**src/ttc_defines.svh**
```systemverilog
`ifndef TTC_DEFINES_SVH
`define TTC_DEFINES_SVH

`define TTC_ADDR_CTRL 8'hC8
`define TTC_ADDR_RELOAD_LO 8'hCA
`define TTC_ADDR_RELOAD_HI 8'hCB
`define TTC_ADDR_COUNT_LO 8'hCC
`define TTC_ADDR_COUNT_HI 8'hCD
`define TTC_BITADDR_BASE 5'h19
`define TTC_CTRL_RESET 8'h00
`define TTC_BYTE_RESET 8'h00
`define TTC_BIT_HIGH_FLAG 7
`define TTC_BIT_LOW_FLAG 6
`define TTC_BIT_LOW_IRQ_EN 5
`define TTC_BIT_CAPTURE_EN 4
`define TTC_BIT_SPLIT 3
`define TTC_BIT_RUN 2
`define TTC_DIV12_LAST 4'hB
`define TTC_DIV8_LAST 3'h7
`define TTC_BYTE_MAX 8'hFF

`endif

```
**src/ttc_pkg.sv**
```systemverilog
package ttc_pkg;

  // Codes of the two-bit alternate clock and capture trigger selector.
  typedef enum logic [1:0] {
    TTC_ALT_DIV12_CAP_OSC = 2'h0,
    TTC_ALT_CMP_CAP_OSC = 2'h1,
    TTC_ALT_DIV12_CAP_CMP = 2'h2,
    TTC_ALT_OSC_CAP_CMP = 2'h3
  } ttc_alt_sel_t;

endpackage : ttc_pkg

```
**src/ttc_timer_two.sv**
```systemverilog
`timescale 1ns/1ps
`default_nettype none
`include "ttc_defines.svh"
// Timer two: 16-bit or split 8-bit auto-reload counter with capture mode.
module ttc_timer_two
  import ttc_pkg::*;
(
  input wire logic clk,
  input wire logic rst_n,
  input wire logic ce,
  input wire logic [7:0] sfr_addr,
  input wire logic sfr_wr,
  input wire logic [7:0] sfr_wdata,
  input wire logic sfr_rd,
  input wire logic bit_wr,
  input wire logic [7:0] bit_addr,
  input wire logic bit_val,
  input wire logic high_byte_clock_sel,
  input wire logic low_byte_clock_sel,
  input wire logic timer_irq_enable,
  input wire logic comparator0_in,
  input wire logic rtc_osc_in,
  output logic [7:0] sfr_rdata_r,
  output logic irq_req_r
);

  logic [7:0] ctrl_r;
  logic [7:0] ctrl_nxt;
  logic [7:0] count_lo_r;
  logic [7:0] count_lo_nxt;
  logic [7:0] count_hi_r;
  logic [7:0] count_hi_nxt;
  logic [7:0] reload_lo_r;
  logic [7:0] reload_lo_nxt;
  logic [7:0] reload_hi_r;
  logic [7:0] reload_hi_nxt;
  logic [3:0] div12_r;
  logic [2:0] div8_r;
  logic cmp_rise;
  logic osc_rise;

  // True when a byte stands at its top value, so that its next step wraps.
  function automatic logic ttc_at_max(input logic [7:0] value);
    ttc_at_max = (value == `TTC_BYTE_MAX);
  endfunction : ttc_at_max

  // True when the register port address matches one register.
  function automatic logic ttc_hit(input logic [7:0] addr, input logic [7:0] target);
    ttc_hit = (addr == target);
  endfunction : ttc_hit

  // One step of a counter byte; a wrap loads zero or the reload byte.
  function automatic logic [7:0] ttc_step(input logic [7:0] value, input logic [7:0] reload,
                                           input logic use_reload);
    if (ttc_at_max(value)) begin
      ttc_step = use_reload ? reload : `TTC_BYTE_RESET;
    end else begin
      ttc_step = value + 8'h01;
    end
  endfunction : ttc_step

  // Both outside sources are synchronized and edge detected before any use.
  ttc_edge_sync u_cmp_sync (
    .clk(clk),
    .rst_n(rst_n),
    .ce(ce),
    .async_in(comparator0_in),
    .rise_r(cmp_rise)
  );
  ttc_edge_sync u_osc_sync (
    .clk(clk),
    .rst_n(rst_n),
    .ce(ce),
    .async_in(rtc_osc_in),
    .rise_r(osc_rise)
  );

  // Control field decode.
  wire ttc_alt_sel_t alt_sel = ttc_alt_sel_t'(ctrl_r[1:0]);
  wire split = ctrl_r[`TTC_BIT_SPLIT];
  wire run = ctrl_r[`TTC_BIT_RUN];
  wire capture_en = ctrl_r[`TTC_BIT_CAPTURE_EN];
  wire low_irq_en = ctrl_r[`TTC_BIT_LOW_IRQ_EN];

  // Prescaled ticks of one system clock each.
  wire div12_tick = (div12_r == `TTC_DIV12_LAST);
  wire osc8_tick = osc_rise & (div8_r == `TTC_DIV8_LAST);

  // Alternate clock and capture trigger chosen by the selector.
  wire alt_tick = (alt_sel == TTC_ALT_CMP_CAP_OSC) ? cmp_rise :
                  (alt_sel == TTC_ALT_OSC_CAP_CMP) ? osc8_tick : div12_tick;
  wire cap_trig = ctrl_r[1] ? cmp_rise : osc8_tick;
  wire capture_evt = capture_en & cap_trig;

  // Per-byte clock choice; the alternate clock serves both bytes in split mode.
  wire lo_clk_tick = low_byte_clock_sel | alt_tick;
  wire hi_clk_tick = high_byte_clock_sel | alt_tick;

  // Top-value detection of both count bytes.
  wire lo_at_max = ttc_at_max(count_lo_r);
  wire hi_at_max = ttc_at_max(count_hi_r);

  // Count enables: 16-bit mode runs on the low selector, split low byte always runs.
  wire tick16 = ~split & run & lo_clk_tick;
  wire tick_lo = split ? lo_clk_tick : tick16;
  wire tick_hi = split ? (run & hi_clk_tick) : (tick16 & lo_at_max);
  wire lo_ovf = tick_lo & lo_at_max;
  wire hi_ovf = tick_hi & hi_at_max;
  wire full_wrap = ~split & hi_ovf;
  wire reload_lo_use = split | (full_wrap & ~capture_en);
  wire reload_hi_use = split | ~capture_en;
  wire set_high = hi_ovf | capture_evt;
  wire set_low = lo_ovf;

  // Address hits of the byte-wide register port, shared by writes and reads.
  wire hit_ctrl = ttc_hit(sfr_addr, `TTC_ADDR_CTRL);
  wire hit_rl_lo = ttc_hit(sfr_addr, `TTC_ADDR_RELOAD_LO);
  wire hit_rl_hi = ttc_hit(sfr_addr, `TTC_ADDR_RELOAD_HI);
  wire hit_cnt_lo = ttc_hit(sfr_addr, `TTC_ADDR_COUNT_LO);
  wire hit_cnt_hi = ttc_hit(sfr_addr, `TTC_ADDR_COUNT_HI);

  // Software writes, byte-wide or by bit address.
  wire ctrl_byte_wr = sfr_wr & hit_ctrl;
  wire ctrl_bit_wr = bit_wr & (bit_addr[7:3] == `TTC_BITADDR_BASE);
  wire wr_rl_lo = sfr_wr & hit_rl_lo;
  wire wr_rl_hi = sfr_wr & hit_rl_hi;
  wire wr_cnt_lo = sfr_wr & hit_cnt_lo;
  wire wr_cnt_hi = sfr_wr & hit_cnt_hi;

  // Control next value: write first, then hardware sets override the flags.
  always_comb begin
    ctrl_nxt = ctrl_r;
    if (ctrl_byte_wr) begin
      ctrl_nxt = sfr_wdata;
    end else if (ctrl_bit_wr) begin
      ctrl_nxt[bit_addr[2:0]] = bit_val;
    end
    ctrl_nxt[`TTC_BIT_HIGH_FLAG] = ctrl_nxt[`TTC_BIT_HIGH_FLAG] | set_high;
    ctrl_nxt[`TTC_BIT_LOW_FLAG] = ctrl_nxt[`TTC_BIT_LOW_FLAG] | set_low;
  end

  // Counter next values; a software write to a count byte wins over counting.
  always_comb begin
    count_lo_nxt = count_lo_r;
    count_hi_nxt = count_hi_r;
    if (wr_cnt_lo) begin
      count_lo_nxt = sfr_wdata;
    end else if (tick_lo) begin
      count_lo_nxt = ttc_step(count_lo_r, reload_lo_r, reload_lo_use);
    end
    if (wr_cnt_hi) begin
      count_hi_nxt = sfr_wdata;
    end else if (tick_hi) begin
      count_hi_nxt = ttc_step(count_hi_r, reload_hi_r, reload_hi_use);
    end
  end

  // Reload next values; a capture takes the running count over software.
  always_comb begin
    reload_lo_nxt = wr_rl_lo ? sfr_wdata : reload_lo_r;
    reload_hi_nxt = wr_rl_hi ? sfr_wdata : reload_hi_r;
    if (capture_evt) begin
      reload_lo_nxt = count_lo_r;
      reload_hi_nxt = count_hi_r;
    end
  end

  // Read data decode; unmapped addresses read zero.
  wire [7:0] rd_mux = hit_ctrl ? ctrl_r :
                      hit_rl_lo ? reload_lo_r :
                      hit_rl_hi ? reload_hi_r :
                      hit_cnt_lo ? count_lo_r :
                      hit_cnt_hi ? count_hi_r : 8'h00;

  // Interrupt request level from the flags and enables.
  wire hi_req = ctrl_r[`TTC_BIT_HIGH_FLAG];
  wire lo_req = low_irq_en & ctrl_r[`TTC_BIT_LOW_FLAG];
  wire irq_nxt = timer_irq_enable & (hi_req | lo_req);

  // Timer registers.
  always_ff @(posedge clk or negedge rst_n) begin
    if (!rst_n) begin
      ctrl_r <= `TTC_CTRL_RESET;
      count_lo_r <= `TTC_BYTE_RESET;
      count_hi_r <= `TTC_BYTE_RESET;
      reload_lo_r <= `TTC_BYTE_RESET;
      reload_hi_r <= `TTC_BYTE_RESET;
    end else if (ce) begin
      ctrl_r <= ctrl_nxt;
      count_lo_r <= count_lo_nxt;
      count_hi_r <= count_hi_nxt;
      reload_lo_r <= reload_lo_nxt;
      reload_hi_r <= reload_hi_nxt;
    end
  end

  // Prescalers: system clock by twelve and oscillator edges by eight.
  always_ff @(posedge clk or negedge rst_n) begin
    if (!rst_n) begin
      div12_r <= 4'h0;
      div8_r <= 3'h0;
    end else if (ce) begin
      div12_r <= div12_tick ? 4'h0 : div12_r + 4'h1;
      if (osc_rise) begin
        div8_r <= div8_r + 3'h1;
      end
    end
  end

  // Registered outputs.
  always_ff @(posedge clk or negedge rst_n) begin
    if (!rst_n) begin
      sfr_rdata_r <= 8'h00;
      irq_req_r <= 1'b0;
    end else if (ce) begin
      if (sfr_rd) begin
        sfr_rdata_r <= rd_mux;
      end
      irq_req_r <= irq_nxt;
    end
  end

endmodule : ttc_timer_two
`default_nettype wire

```
**src/ttc_edge_sync.sv**
```systemverilog
`timescale 1ns/1ps
`default_nettype none
// Two-stage synchronizer followed by a rising-edge detector.
module ttc_edge_sync (
  input wire logic clk,
  input wire logic rst_n,
  input wire logic ce,
  input wire logic async_in,
  output logic rise_r
);

  logic meta_r;
  logic sync_r;
  logic prev_r;

  // The first stage is read only by the second; the edge is taken past it.
  always_ff @(posedge clk or negedge rst_n) begin
    if (!rst_n) begin
      meta_r <= 1'b0;
      sync_r <= 1'b0;
      prev_r <= 1'b0;
      rise_r <= 1'b0;
    end else if (ce) begin
      meta_r <= async_in;
      sync_r <= meta_r;
      prev_r <= sync_r;
      rise_r <= sync_r & ~prev_r;
    end
  end

endmodule : ttc_edge_sync
`default_nettype wire

```
**config.mk**
```make
export PLATFORM = sky130hd
export DESIGN_NAME = ttc_timer_two
export DESIGN_NICKNAME = d
export VERILOG_FILES = /design/src/ttc_pkg.sv /design/src/ttc_timer_two.sv /design/src/ttc_edge_sync.sv
export VERILOG_INCLUDE_DIRS = /design/src
export SDC_FILE = /design/constraint.sdc
export NUM_CORES = 1
export LEC_CHECK = 0
export ABC_AREA = 0
export BUFFER_PORTS_ARGS = -buffer_cell sky130_fd_sc_hd__buf_2
export CORE_MARGIN = 2
export CORE_UTILIZATION = 55
export CTS_BUF_LIST = sky130_fd_sc_hd__clkbuf_8
export DETAILED_ROUTE_END_ITERATION = 8
export PLACE_DENSITY = 0.86
export SLEW_MARGIN = 20
export SYNTH_ARGS = -nofsm -noshare
export SYNTH_HDL_FRONTEND = slang
export SYNTH_HIERARCHICAL = 1
export SYNTH_SLANG_ARGS = --single-unit
```
**constraint.sdc**
```tcl
create_clock -name clk -period 2.4 [get_ports clk]
set_clock_uncertainty 0.2 [all_clocks]
set_input_delay 0.48 -clock clk [delete_from_list [all_inputs] [get_ports clk]]
set_output_delay 0.48 -clock clk [all_outputs]
set_load 0.02 [all_outputs]
```
==> run metrics, run 1 <==
CP max-delay cell=dfrtp_1; Hold Path Class=in2reg; via count=4159; global-route wire length before repair=20300 um; r2r setup slk=-7 ps; Cell Area, Placed=0.00463 mm^2; H-tree levels=3; Clock power frac=25.1%; I/O Buffers=44; Tightest Pin Transition=723 ps; clk_lat worst skew=350 ps; Post-synth top flop=dfrtp_1; Die X=90.3 um; n_diodes=0; simple-gate share of the synthesized area=21.2%; Reg power frac=42.7%; CTS root buf=clkbuf_8; WP data arrival=2440 ps; Comb power frac=32.2%; DRC viols=0; post-synthesis async set-or-reset flop share=100%; Cell Rows=31; most common cell in the netlist=dfrtp_1; Worst Hold Path EP=u_osc_sync/meta_r$_DFFE_PN0P_; Leak=2.17 nW; Max FO, Critical Path=5; Setup crit end kind=flip-flop; Initial Utilization=56.8%; Post-Synth Adder-Cell Area=1.53%; Avg Cell Area, Syn=8.95 um^2; number of synthesized flops with an enable pin=0; sw frac=36.5%; DRT antenna net count=0; clock slew seen by the registers of the worst setup and hold paths=70 ps; hold depth=2; Die Y=90.3 um; Max VDD drop=0.470 mV; fin area=0.00497 mm^2; Post-Synth XOR/XNOR Area=1.28%; area share of the largest cell type after synthesis=39.1%; pwr/cell area=837 mW/mm^2; failing checks=setup timing; Die ar.=0.00816 mm^2; worst slack at placement=-56.9 ps; post-route setup TNS=-7.34 ps; hold slack final=167 ps; max-cap violations=0; Core Util, Final=68.8%; Yosys top cell by area=dfrtp_1; via-per-instance ratio=6.56; placed cells=612; Global Route Usage Sum=31.6%; Int Power=2.64 mW; Tot Pwr=4.16 mW; Setup Viol. Count Final=1; R2R depth=7; Non-Filler Instances=634; Num Clock Sinks=64; cells along the critical path=ha_2 -> ha_4 -> and4_1 -> or3_4 -> o221a_4 -> o21a_4 -> mux2_4; largest family of logic cells by synthesized area=compound AO/OA/AOI/OAI gates; Final HPWL DP=9040 um; post-synthesis net count=499; Critical R2R Capture=count_hi_r[5]$_DFFE_PN0P_; I/O pin cnt=45; sequential area share after synthesis=39.1%; max frequency=0.415 GHz; RR Startpoint=div8_r[0]$_DFFE_PN0P_; synth warn=6; fin crit share=100%; Sw Pwr=1.51 mW; Synth top cells by count=dfrtp_1 (64), nand2_1 (58), o21ai_0 (37), a21oi_1 (36), clkbuf_1 (18); share of post-route cells with drive strength above 1=26.5%; number of global-route vias before repair=3922; WS Path Type=reg2reg; type of origin of the critical path=flip-flop; Core Footprint=0.00721 mm^2; status=complete, but fails checks; GP Congestion=0.974; CTS Buf Count=9; # fillers=595; final worst slack=-7.34 ps; synthesized instance count=458; Crit path largest cell delay=390 ps; Final Hold Vio Count=0; hold path startpoint=rtc_osc_in; initial antenna violation count=0; Synth Area in Compound Gates=25.8%; Slew headroom=51.4%; max-slew violation count=0; length of the first detailed-routing pass in iterations=6; CTS tree=done; post-synthesis cell area=0.00410 mm^2; RSZ-0062 raised after global routing=yes; synth-to-layout area growth=21.2%; largest net degree at the start of global routing=65; total gr overflow=0; Yosys cell types=69; Yosys reg bits=64; dominant cells by area after synthesis=dfrtp_1 (39%), nand2_1 (5.3%), o21ai_0 (4.5%); Post-Route WL=12700 um; post-route minimum period=2410 ps; CTS Buffer Depth=2; Worst Path Required=2440 ps; average routed wire per standard cell=20.0 um; Initial DRC Count=548; Final Net Count=571; proportion of synthesized area in mux cells=7.48%
==> flip-flops by register name, summed over array words and instances, names as in the netlist, 3 cells and up <==
name and count:
count_hi_r 8, count_lo_r 8, ctrl_r 8, div12_r 4, div8_r 3, reload_hi_r 8
reload_lo_r 8, sfr_rdata_r 8
==> critical path: cells and delay by family, from the launching register on <==
kind,cells,cell delay (ps)
AO/OA/AOI/OAI,2,510
AND/OR/NAND/NOR,2,550
flip-flops,1,390
multiplexers,1,290
adder cells (fa/ha/maj),2,350
==> layout by cell type, fill, tap and decap left out, types with 11 or more instances in the layout <==
| cell | instances |
|---|---|
| a21oi_1 | 36 |
| dfrtp_1 | 64 |
| buf_2 | 44 |
| nand2_1 | 58 |
| a31oi_1 | 14 |
| o21ai_0 | 36 |
| nor3_1 | 11 |
| nor2_1 | 16 |
| mux2i_1 | 16 |
| mux2_2 | 12 |
| nand3_1 | 15 |
| buf_4 | 41 |
==> per-layer routing <==
metal	share of wire, %	track usage (%)	vias to the layer above
li1	-	-	1882
met1	41	44.0	1944
met2	45	48.4	283
met3	10	5.18	50
met4	4.1	14.9	0
met5	0	0	-
==> repair_timing <==
action | CTS | global route
gates resized for setup | 7 | 6
hold buffers | 1 | 0
endpoints found under the hold margin | 64 | 0
endpoints found under the setup margin | 7 | 15
pin swaps | 4 | 4
setup buffers | 4 | 1
gates cloned | 0 | 0
==> worst max-delay path by stage <==
stage,startpoint,endpoint,slack [ps],cells past startpoint
finish,div8_r[0]$_DFFE_PN0P_,count_hi_r[5]$_DFFE_PN0P_,-7,7
global route,div8_r[0]$_DFFE_PN0P_,count_hi_r[5]$_DFFE_PN0P_,-50,7
global placement,div8_r[0]$_DFFE_PN0P_,count_hi_r[1]$_DFFE_PN0P_,-9,7
floorplan,div8_r[0]$_DFFE_PN0P_,count_hi_r[1]$_DFFE_PN0P_,10,7
CTS,div8_r[0]$_DFFE_PN0P_,count_hi_r[5]$_DFFE_PN0P_,-5,7
detailed placement,div8_r[0]$_DFFE_PN0P_,count_hi_r[1]$_DFFE_PN0P_,-60,7
==> kinds of logic after synthesis <==
| group | after synthesis |
|---|---|
| AOI/OAI and AO/OA | 157 |
| xor gates and xnor gates | 6 |
| adders and majority gates | 5 |
| buffers and inverters | 35 |
| DFF | 64 |
| muxes | 29 |
| and+or+nand+nor | 162 |
==> power groups by stage <==
stage	logic (mW)	clock network, mW	registers, mW
after global placement	1.18	0	1.74
after CTS	1.28	1.05	1.74
after detailed placement	1.22	0	1.76
after floorplan	0.854	0	1.62
final	1.34	1.04	1.77
after global routing	1.47	1.10	1.80
==> final cells by class <==
cell class                      instances  area [um^2]  area share [%]
Sequential cell                        64         1600            32.3
Timing Repair Buffer                   88          569            11.5
Tap cell                               99          124            2.49
Clock buffer                           10          138            2.77
Inverter                                8         30.0           0.605
Clock inverter                          6         82.6            1.66
Multi-Input combinational cell        359         2420            48.8
Power figures use the tool's default switching activity.
==> inputs of run 2 (changes only) <==
Settings changed: CTS_CLUSTER_DIAMETER set to 40, PLACE_DENSITY 0.86 to 0.85, SYNTH_HIERARCHICAL 1 to unset.
==> run metrics, run 2 <==
status=complete, no violations; total gr overflow=0; Initial DRC Count=767; Worst Path Required=2440 ps; Sw Pwr=0.983 mW; max-cap violations=0; max frequency=0.434 GHz; most frequent cells in the layout=dfrtp_1 (64), nand2_1 (53), a21oi_1 (44), buf_2 (44), o21ai_0 (39); clk_lat worst skew=340 ps; Post-Route WL=12000 um; share of post-route cells with drive strength above 1=24.6%; I/O pin cnt=45; number of synthesized flops with an enable pin=0; post-synthesis cell area=0.00420 mm^2; Leak=2.20 nW; dominant cells by area after synthesis=dfrtp_1 (38%), a21oi_1 (5.5%), mux2i_1 (5.0%); Synth top cells by count=dfrtp_1 (64), nand2_1 (53), a21oi_1 (46), o21ai_0 (39), mux2i_1 (21); Setup crit end kind=flip-flop; Max VDD drop=0.425 mV; hold path startpoint=rtc_osc_in; fin area=0.00485 mm^2; Core Util, Final=66.1%; most common cell in the netlist=dfrtp_1; synthesized instance count=464; Final HPWL DP=8860 um; Global Route Usage Sum=28.9%; Final Net Count=564; WS Path Type=reg2reg; Tightest Pin Transition=602 ps; post-route minimum period=2310 ps; number of global-route vias before repair=3806; post-synthesis async set-or-reset flop share=100%; placed cells=610; max-slew violation count=0; Avg Cell Area, Syn=9.06 um^2; sequential area share after synthesis=38.1%; length of the first detailed-routing pass in iterations=6; Int Power=2.17 mW; most common cell after layout, fill and taps aside=dfrtp_1; Yosys top cell by area=dfrtp_1; synth-to-layout area growth=15.3%; Core Footprint=0.00733 mm^2; WP data arrival=2340 ps; post-route setup TNS=0 ps; Cell Rows=31; Die Y=91.4 um; type of origin of the critical path=flip-flop; Setup Viol. Count Final=0; GP Congestion=0.989; synth warn=0; I/O Buffers=44; Die X=91.4 um; hold slack final=175 ps; H-tree levels=3; Post-synth top flop=dfrtp_1; CTS Buf Count=9; Crit. Startpoint=div8_r[0]$_DFFE_PN0P_; average routed wire per standard cell=19.1 um; DRC viols=0; post-synthesis net count=505; RR Startpoint=div8_r[0]$_DFFE_PN0P_; Max FO, Critical Path=4; RSZ-0062 raised after global routing=no; Non-Filler Instances=628; Die ar.=0.00835 mm^2; Post-CTS Setup Repair Bufs=0; Slew headroom=59.6%; Initial Utilization=57.3%; largest net degree at the start of global routing=35; Reg power frac=44.3%; area share of the largest cell type after synthesis=38.1%; pwr/cell area=650 mW/mm^2; Cell Area, Placed=0.00461 mm^2; Yosys cell types=72; Comb power frac=22.7%; Clock power frac=33.0%; global-route wire length before repair=18900 um; initial antenna violation count=0; # fillers=591; via-per-instance ratio=6.45; fin crit share=96.1%; CTS tree=done; sw frac=31.2%; clock slew seen by the registers of the worst setup and hold paths=80 ps; Yosys reg bits=64; Num Clock Sinks=64; via count=4048; DRT antenna net count=0; CTS root buf=clkbuf_8; Hold Path Class=in2reg; Final Hold Vio Count=0; CTS Buffer Depth=2
-- run 2: cell types whose count changed after synthesis, sizes merged, moves of 8 or more --
cell    delta
a21o      +12
nand4      +8
inv       +10
nor3      -10
o211ai    +10
a21oi     +10
a22o       +8
o22ai     +10
-- run 2: power groups by stage --
stage / sequential [mW] / clock [mW] / combinational, mW
after detailed placement: 1.40 / 0 / 0.699
after global routing: 1.41 / 1.10 / 0.784
after floorplan: 1.38 / 0 / 0.448
final: 1.39 / 1.04 / 0.716
after CTS: 1.39 / 1.04 / 0.709
after global placement: 1.39 / 0 / 0.664
-- run 2: metrics by stage --
step	setup WS, ps	power [mW]
after global placement	165	2.05
after global routing	0.223	3.29
after detailed placement	130	2.10
final	93.4	3.15
after floorplan	161	1.83
after CTS	63.9	3.14
-- run 2: worst paths after layout --
kind	end	slack [ps]	cells past startpoint
min	u_osc_sync.meta_r$_DFFE_PN0P_	180	2
max in group asynchronous	div8_r[2]$_DFFE_PN0P_	1080	3
min reg2reg	u_cmp_sync.rise_r$_DFFE_PN0P_	270	1
max reg2reg	count_lo_r[3]$_DFFE_PN0P_	90	7
min in group asynchronous	reload_hi_r[0]$_DFFE_PN0P_	340	2
max	count_lo_r[3]$_DFFE_PN0P_	90	7
-- run 2: cell type report --
type                    instances  area, um^2  share of cell area, %
inverters                      19        71.3                   1.47
multi-input cells             352        2340                   48.4
clock inverters                 6        82.6                   1.70
repair buffers                 77         483                   9.97
well taps                      99         124                   2.56
diodes                          1        2.50                 0.0516
clock buffers                  10         138                   2.84
flip-flops and latches         64        1600                   33.0
-- run 2: logic make-up (layout without fill, tap and decap cells) --
family	count (synthesis)	in the layout	share of synthesized area (%)
AOI/OAI and AO/OA	169	169	26.4
xor gates and xnor gates	4	4	0.834
adders and majority gates	5	5	1.49
buffers and inverters	48	112	6.28
DFF	64	64	38.1
muxes	32	32	7.95
other	0	1	0
and+or+nand+nor	142	142	18.9
-- run 2: critical path, cell delays in order (launching register included) --
cell     delay (ps)
dfrtp_1         400
ha_1            220
ha_1            190
nand3_1         140
a32oi_4         160
a41o_1          310
a311o_1         350
a32o_1          240
-- run 2: timing repair --
action | 4_1_cts | 5_1_grt
hold buffers | 1 | 0
resized for setup | 0 | 1
hold endpoints to repair | 9 | 0
setup endpoints to repair | 0 | 4
-- run 2: metal layers --
layer  track usage, %  routed length, um  vias to the layer above
met5                0                  0                        -
met4             8.46                240                        0
met3             6.31               1460                       27
met2             44.9               5390                      289
met1             40.7               4890                     1897
li1                 -                  -                     1835
